--- src/xpc_pkg.sv ---
// Constants for the crosspoint configuration port controller
// How it works
// - Broadcast address with enable and input 7 programs every row.
// - Address 16 with enable and input 32 programs row 16 only.
// - Update strobe low with select copies first rank into second rank.
// - Each pin vector is held stable for one vector period.
// - Fast mode drops the idle vectors after disable, writes and update.
// - Write strobe is held low for at least the minimum width.
// - Update strobe is held low for at least the minimum width.
// - Disable line is held low for at least the minimum width.
package xpc_pkg;
  localparam int CLK_PERIOD_NS = 100;
  localparam int VECTOR_PERIOD_NS = 15;
  localparam int STROBE_MIN_NS = 15;
  localparam int DISABLE_PULSE_MIN_NS = 15;
  localparam int VECTOR_PERIOD_CYC =
    (VECTOR_PERIOD_NS + CLK_PERIOD_NS - 1) / CLK_PERIOD_NS;
  localparam int STROBE_MIN_CYC =
    (STROBE_MIN_NS + CLK_PERIOD_NS - 1) / CLK_PERIOD_NS;
  localparam int DISABLE_PULSE_MIN_CYC =
    (DISABLE_PULSE_MIN_NS + CLK_PERIOD_NS - 1) / CLK_PERIOD_NS;
  localparam int READ_SETTLE_CYC = 4;
  localparam int ADDR_W = 5;
  localparam int DATA_W = 7;
  localparam int ENABLE_POS = 6;
  localparam int INPUT_LSB = 0;
  localparam int INPUT_W = 6;
  localparam logic [ADDR_W-1:0] BROADCAST_ADDR = 5'h11;
  localparam logic [ADDR_W-1:0] LAST_OUTPUT_ADDR = 5'h10;
  localparam logic [2:0] OP_DISABLE = 3'h0;
  localparam logic [2:0] OP_WRITE = 3'h1;
  localparam logic [2:0] OP_UPDATE = 3'h2;
  localparam logic [2:0] OP_READ = 3'h3;
  localparam logic [2:0] OP_END = 3'h4;
  typedef enum logic [3:0] {
    XPC_IDLE = 4'b0000,
    XPC_DIS_LOW = 4'b0001,
    XPC_DIS_IDLE = 4'b0010,
    XPC_WR_SETUP = 4'b0011,
    XPC_WR_STROBE = 4'b0100,
    XPC_WR_IDLE = 4'b0101,
    XPC_UPD_STROBE = 4'b0110,
    XPC_UPD_IDLE = 4'b0111,
    XPC_RD_SETUP = 4'b1000,
    XPC_RD_WAIT = 4'b1001,
    XPC_DESELECT = 4'b1010
  } xpc_state_t;
endpackage

--- src/xpc_sync.sv ---
// Three-stage synchroniser for the readback data bus
`timescale 1ns/10ps
module xpc_sync
  import xpc_pkg::*;
(
  input wire logic clk,
  input wire logic nrst,
  input wire logic ce,
  input wire logic [DATA_W-1:0] async_in,
  output logic [DATA_W-1:0] sync_out,
  output logic stable
);
  logic [DATA_W-1:0] s1_reg;
  logic [DATA_W-1:0] s2_reg;
  logic [DATA_W-1:0] s3_reg;
  always_ff @(posedge clk or negedge nrst) begin
    if (!nrst) begin
      s1_reg <= 7'h00;
      s2_reg <= 7'h00;
      s3_reg <= 7'h00;
    end else if (ce) begin
      s1_reg <= async_in;
      s2_reg <= s1_reg;
      s3_reg <= s2_reg;
    end
  end
  assign sync_out = s3_reg;
  assign stable = (s2_reg == s3_reg);
endmodule

--- src/xpc_ctrl.sv ---
// Controller that programs the crosspoint through its parallel pins
`timescale 1ns/10ps
module xpc_ctrl
  import xpc_pkg::*;
(
  input wire logic clk,
  input wire logic nrst,
  input wire logic ce,
  input wire logic fast_mode,
  input wire logic cmd_valid,
  output logic cmd_ready,
  input wire logic [2:0] cmd_op,
  input wire logic [ADDR_W-1:0] cmd_addr,
  input wire logic [DATA_W-1:0] cmd_data,
  output logic rsp_valid,
  output logic [DATA_W-1:0] rsp_data,
  output logic global_disable_n,
  output logic select_n,
  output logic write_n,
  output logic second_rank_read_n,
  output logic update_n,
  output logic [ADDR_W-1:0] out_addr,
  output logic [DATA_W-1:0] data_o,
  output logic data_oe,
  input wire logic [DATA_W-1:0] data_i
);
  xpc_state_t state_reg;
  logic [3:0] cnt_reg;
  logic [DATA_W-1:0] rd_sync;
  logic rd_stable;

  ////////////////////////////////////////////////////////////////////////
  // Readback path
  xpc_sync u_sync (
    .clk(clk),
    .nrst(nrst),
    .ce(ce),
    .async_in(data_i),
    .sync_out(rd_sync),
    .stable(rd_stable)
  );

  ////////////////////////////////////////////////////////////////////////
  // Sequencer
  always_ff @(posedge clk or negedge nrst) begin
    if (!nrst) begin
      state_reg <= XPC_IDLE;
      cnt_reg <= 4'h0;
    end else if (ce) begin
      case (state_reg)
        XPC_IDLE: begin
          cnt_reg <= 4'h0;
          if (cmd_valid && cmd_ready) begin
            case (cmd_op)
              OP_DISABLE: state_reg <= XPC_DIS_LOW;
              OP_WRITE: state_reg <= XPC_WR_SETUP;
              OP_UPDATE: state_reg <= XPC_UPD_STROBE;
              OP_READ: state_reg <= XPC_RD_SETUP;
              OP_END: state_reg <= XPC_DESELECT;
              default: state_reg <= XPC_IDLE;
            endcase
          end
        end
        XPC_DIS_LOW: begin
          if (cnt_reg >= 4'(DISABLE_PULSE_MIN_CYC - 1)) begin
            cnt_reg <= 4'h0;
            state_reg <= fast_mode ? XPC_IDLE : XPC_DIS_IDLE;
          end else begin
            cnt_reg <= cnt_reg + 4'h1;
          end
        end
        XPC_WR_SETUP: begin
          if (cnt_reg >= 4'(VECTOR_PERIOD_CYC - 1)) begin
            cnt_reg <= 4'h0;
            state_reg <= XPC_WR_STROBE;
          end else begin
            cnt_reg <= cnt_reg + 4'h1;
          end
        end
        XPC_WR_STROBE: begin
          if (cnt_reg >= 4'(STROBE_MIN_CYC - 1)) begin
            cnt_reg <= 4'h0;
            state_reg <= fast_mode ? XPC_IDLE : XPC_WR_IDLE;
          end else begin
            cnt_reg <= cnt_reg + 4'h1;
          end
        end
        XPC_UPD_STROBE: begin
          if (cnt_reg >= 4'(STROBE_MIN_CYC - 1)) begin
            cnt_reg <= 4'h0;
            state_reg <= fast_mode ? XPC_IDLE : XPC_UPD_IDLE;
          end else begin
            cnt_reg <= cnt_reg + 4'h1;
          end
        end
        XPC_RD_SETUP: begin
          cnt_reg <= 4'h0;
          state_reg <= XPC_RD_WAIT;
        end
        XPC_RD_WAIT: begin
          if (cnt_reg >= 4'(READ_SETTLE_CYC - 1) && rd_stable) begin
            cnt_reg <= 4'h0;
            state_reg <= XPC_IDLE;
          end else if (cnt_reg < 4'(READ_SETTLE_CYC - 1)) begin
            cnt_reg <= cnt_reg + 4'h1;
          end
        end
        XPC_DIS_IDLE, XPC_WR_IDLE, XPC_UPD_IDLE, XPC_DESELECT: begin
          cnt_reg <= 4'h0;
          state_reg <= XPC_IDLE;
        end
        default: begin
          cnt_reg <= 4'h0;
          state_reg <= XPC_IDLE;
        end
      endcase
    end
  end

  ////////////////////////////////////////////////////////////////////////
  // Command handshake and readback answer
  always_ff @(posedge clk or negedge nrst) begin
    if (!nrst) begin
      cmd_ready <= 1'b0;
      rsp_valid <= 1'b0;
      rsp_data <= 7'h00;
    end else if (ce) begin
      rsp_valid <= 1'b0;
      if (state_reg == XPC_IDLE) begin
        cmd_ready <= !(cmd_valid && cmd_ready);
      end else begin
        cmd_ready <= 1'b0;
      end
      if (state_reg == XPC_RD_WAIT && rd_stable &&
          cnt_reg >= 4'(READ_SETTLE_CYC - 1)) begin
        rsp_valid <= 1'b1;
        rsp_data <= rd_sync;
      end
    end
  end

  ////////////////////////////////////////////////////////////////////////
  // Pin drivers
  always_ff @(posedge clk or negedge nrst) begin
    if (!nrst) begin
      global_disable_n <= 1'b1;
      select_n <= 1'b1;
      write_n <= 1'b1;
      second_rank_read_n <= 1'b1;
      update_n <= 1'b1;
      out_addr <= 5'h00;
      data_o <= 7'h00;
      data_oe <= 1'b0;
    end else if (ce) begin
      global_disable_n <= 1'b1;
      write_n <= 1'b1;
      update_n <= 1'b1;
      second_rank_read_n <= 1'b1;
      if (state_reg == XPC_IDLE && cmd_valid && cmd_ready) begin
        case (cmd_op)
          OP_DISABLE: begin
            global_disable_n <= 1'b0;
            select_n <= 1'b1;
            data_oe <= 1'b0;
          end
          OP_WRITE: begin
            select_n <= 1'b0;
            out_addr <= cmd_addr;
            data_o <= cmd_data;
            data_oe <= 1'b1;
          end
          OP_UPDATE: begin
            select_n <= 1'b0;
            update_n <= 1'b0;
            data_oe <= 1'b0;
          end
          OP_READ: begin
            select_n <= 1'b0;
            out_addr <= cmd_addr;
            data_oe <= 1'b0;
          end
          OP_END: begin
            select_n <= 1'b1;
            data_oe <= 1'b0;
          end
          default: begin
            data_oe <= data_oe;
          end
        endcase
      end else begin
        case (state_reg)
          XPC_DIS_LOW: begin
            if (cnt_reg < 4'(DISABLE_PULSE_MIN_CYC - 1)) begin
              global_disable_n <= 1'b0;
            end
          end
          XPC_WR_SETUP: begin
            if (cnt_reg >= 4'(VECTOR_PERIOD_CYC - 1)) begin
              write_n <= 1'b0;
            end
          end
          XPC_WR_STROBE: begin
            if (cnt_reg < 4'(STROBE_MIN_CYC - 1)) begin
              write_n <= 1'b0;
            end
          end
          XPC_UPD_STROBE: begin
            if (cnt_reg < 4'(STROBE_MIN_CYC - 1)) begin
              update_n <= 1'b0;
            end
          end
          XPC_RD_SETUP: begin
            second_rank_read_n <= 1'b0;
          end
          XPC_RD_WAIT: begin
            if (!(cnt_reg >= 4'(READ_SETTLE_CYC - 1) && rd_stable)) begin
              second_rank_read_n <= 1'b0;
            end
          end
          default: begin
            write_n <= 1'b1;
          end
        endcase
      end
    end
  end
endmodule

--- config.mk ---
export PLATFORM = sky130hd
export DESIGN_NAME = xpc_ctrl
export DESIGN_NICKNAME = d
export VERILOG_FILES = /design/src/xpc_pkg.sv /design/src/xpc_sync.sv /design/src/xpc_ctrl.sv
export SDC_FILE = /design/constraint.sdc
export NUM_CORES = 1
export LEC_CHECK = 0
export BUFFER_PORTS_ARGS = -buffer_cell sky130_fd_sc_hd__buf_2
export CORE_MARGIN = 4
export CORE_UTILIZATION = 34
export DETAILED_ROUTE_END_ITERATION = 10
export GPL_TIMING_DRIVEN = 0
export PLACE_DENSITY_LB_ADDON = 0.3
export SYNTH_ARGS = -nofsm -noshare
export SYNTH_HDL_FRONTEND = slang
export SYNTH_HIERARCHICAL = 1
export SYNTH_SLANG_ARGS = --single-unit
--- constraint.sdc ---
create_clock -name clk -period 2.2 [get_ports clk]
set_input_delay 0.44 -clock clk [delete_from_list [all_inputs] [get_ports clk]]
set_output_delay 0.44 -clock clk [all_outputs]
set_load 0.005 [all_outputs]
==> metrics.cfg <==
[pwr]
powerDensity_nw_per_um2 = 959
sequentialPowerShare = 0.473
p_leak_nw = 1.47
vdd_drop_max_mv = 0.380
pwr-share-clk = 0.232
power_mw = 2.95
p_sw_mw = 0.887
switching_share = 0.301
combPwrFrac = 0.294
p_int_mw = 2.06

[clock_network]
cts_made_buffers = 5
cts_setup_buffers = 0
cts.sinks = 56
insertion_delay_ns = 0.31
clk_pin_slew_worst_paths_ns = 0.10
clockBufferDepth = 2
htree_levels = 2
cts_tree = built
cts_root_buf = clkbuf_8

[sta]
rsz0062_at_grt = no
fin_crit_sh = 0.947
finClkSkew_ns = 0.00566
whs_ns = 0.167
clock.fmax_ghz = 0.480
maxSlewViolCount = 0
finalCriticalPeriod_ns = 2.08
fin_setup_tns_ns = 0
setup_viol_count_final = 0
hold_violations = 0
relSlewSlack = 0.537
tightest_slew_ns = 0.694

[synth]
synth.area.mux_share = 0.209
synth_adder_area_share = 0.00489
synth_cell_types = 42
ys_seq_area_frac = 0.550
yosys.area_share.xor_xnor = 0.0274
netlist_area_um2 = 2560
synth_warnings = 6
synth_fp_nets = 217
ys_ff_latch = 56
synth_top_family_by_area = multiplexers
synth_compound_area_frac = 0.0773
yosys.area_share.simple = 0.0973
avgSynthCellArea_um2 = 13.5
postSynthCellCount = 189

[worst_setup_path]
path_class = reg -> reg
required_ns = 2.40
crit_start = u_sync/sync_out[5]$_DFFE_PN0P_
regToRegStartpoint = u_sync/sync_out[5]$_DFFE_PN0P_
cp-start-kind = register
endpoint_kind = register
critPathCapture = rsp_data[1]$_DFFE_PN0P_
rrSetupSlack_ns = 0.12
r2r-end = rsp_data[1]$_DFFE_PN0P_
rr_worst_depth = 7
cp.arrival_ns = 2.28
crit_fanout = 9

[grt]
grt.overflow.total = 0
track_usage = 0.111
grt_start_max_net_pins = 57
grt_pass1_wl_um = 7820
antenna_found_initial = 0
grt_pass1_vias = 1639

[drt]
drt-total-wl_um = 4740
viasPerCell = 4.68
wl_per_cell_um = 13.6
vias = 1628
drt.antenna.violating_nets = 0
drt_iter0_markers = 67
dr.pass1.iters = 4
drc = 0

[floorplanning]
start_util = 0.351
die_h_um = 94.8
die-area_um2 = 8980
core_um2 = 7290
row_count = 31
dieWidth_um = 94.8
io_pins = 54

[final_layout]
fin_cells = 348
seq_area_um2 = 1410
drive_above_1_share = 0.462
layout_commonest_cell = buf_2
fin_area_um2 = 3070
filler_cell_count = 731
area_growth_pct = 20.0
finalNetCount = 276
layout_common_cells = buf_2 (54), dfrtp_1 (51), mux2_2 (20), mux2_4 (20), nor2_1 (12)
antenna_cells = 0
multi_input_area_um2 = 1080

[placement]
placed_area_um2 = 2940
place_hpwl_um = 3390
port_buffers = 52
gp_congestion = 0.762
dp.cells = 340

[job]
max_cap_viol_count = 0

[status]
status = completed

[worst_hold_path]
hold_path_class = in -> async

## critical path: stages, from the launching register on
cell	delay, ns
dfrtp_1	0.42
xnor2_1	0.20
nand4_1	0.18
nor4_4	0.23
o31ai_2	0.13
or3_1	0.31
buf_2	0.20
mux2_2	0.29
## stage by stage
stage | util | setup slack [ns]
2_1_floorplan | - | 0.346
4_1_cts | 0.419 | 0.0546
6_report | 0.421 | 0.117
3_5_place_dp | 0.404 | 0.0855
3_3_place_gp | 0.404 | 0.0896
5_1_grt | 0.421 | 0.00683
## area by class of cell
class                      instances  share of cell area
sequential                        56               0.458
multi-input combinational        117               0.351
timing repair buffer              52              0.0856
tap                               99              0.0403
clock buffer                       6              0.0236
buffer                            10              0.0208
clock inverter                     2              0.0126
inverter                           6             0.00733
## worst min-delay path by stage
| stage | startpoint | endpoint | slack, ns | depth (start not counted) |
|---|---|---|---|---|
| after global placement | select_n$_DFFE_PN1P_ | select_n$_DFFE_PN1P_ | 0.47 | 2 |
| after floorplan | nrst | cmd_ready$_DFFE_PN0P_ | 0.14 | 0 |
| after CTS | data_i[5] | u_sync/s1_reg[5]$_DFFE_PN0P_ | 0.35 | 2 |
| after detailed placement | select_n$_DFFE_PN1P_ | select_n$_DFFE_PN1P_ | 0.47 | 2 |
| final | nrst | u_sync/s2_reg[2]$_DFFE_PN0P_ | 0.17 | 1 |
| after global routing | nrst | rsp_data[3]$_DFFE_PN0P_ | 0.22 | 1 |
## timing repair
item,4_1_cts,5_1_grt
setup endpoints to repair,0,7
gates resized for setup,0,2
hold buffers,0,0
## power by group through the flow
stage                     sequential [mW]  clock (mW)  combinational (mW)
final                                1.39       0.684               0.868
after global routing                 1.43       0.752               0.962
after CTS                            1.40       0.712               0.870
after detailed placement             1.41           0               0.868
after global placement               1.41           0               0.853
after floorplan                      1.41           0               0.589
## synthesized netlist by cell type
| cell | instances | area (um2) |
|---|---|---|
| or3_1 | 1 | 6.26 |
| nand4_4 | 1 | 21.3 |
| mux2i_1 | 1 | 10.0 |
| buf_2 | 3 | 15.0 |
| ha_1 | 1 | 12.5 |
| o21a_1 | 2 | 15.0 |
| o211ai_1 | 1 | 7.51 |
| o32ai_1 | 2 | 17.5 |
| xor2_1 | 4 | 35.0 |
| mux2_4 | 20 | 300 |
| dfstp_2 | 5 | 131 |
| inv_1 | 6 | 22.5 |
| o22a_1 | 2 | 17.5 |
| nand2_1 | 8 | 30.0 |
| a21boi_0 | 2 | 15.0 |
| nor4bb_1 | 1 | 10.0 |
| clkbuf_1 | 4 | 15.0 |
| nand4bb_1 | 1 | 11.3 |
| a211oi_1 | 1 | 7.51 |
| nand3b_1 | 1 | 7.51 |
| a221o_1 | 1 | 10.0 |
| a41oi_1 | 1 | 8.76 |
| dfrtp_1 | 51 | 1280 |
| xnor2_1 | 4 | 35.0 |
| a21oi_1 | 4 | 20.0 |
| nand3_1 | 1 | 5.00 |
| nand2b_1 | 3 | 18.8 |
| o31ai_1 | 3 | 22.5 |
| a31oi_1 | 3 | 18.8 |
| mux2_2 | 20 | 225 |
| nor2_1 | 12 | 45.0 |
| nor3_1 | 2 | 10.0 |
| nand4_1 | 2 | 12.5 |
| o21bai_1 | 1 | 7.51 |
| nor3b_1 | 2 | 15.0 |
| a32o_1 | 1 | 10.0 |
| o21ai_0 | 4 | 20.0 |
| nor2b_1 | 1 | 6.26 |
| nor4_2 | 1 | 12.5 |
| nor3_4 | 1 | 16.3 |
| nor4_4 | 1 | 21.3 |
| buf_6 | 3 | 33.8 |
## kinds of logic after synthesis
family	count (synthesis)
fa+ha+maj	1
flops	56
compound gates	28
simple gates	39
xor+xnor	8
buf+inv	16
mux	41
## per-layer routing
layer / global-route usage / vias up / part of all wire
met3: 0.0351 / 6 / 0.055
li1: - / 792 / -
met2: 0.171 / 38 / 0.46
met4: 0.0433 / 0 / 0.016
met1: 0.146 / 792 / 0.47
met5: 0 / - / 0
No activity file was read; power rests on OpenSTA's default activity.
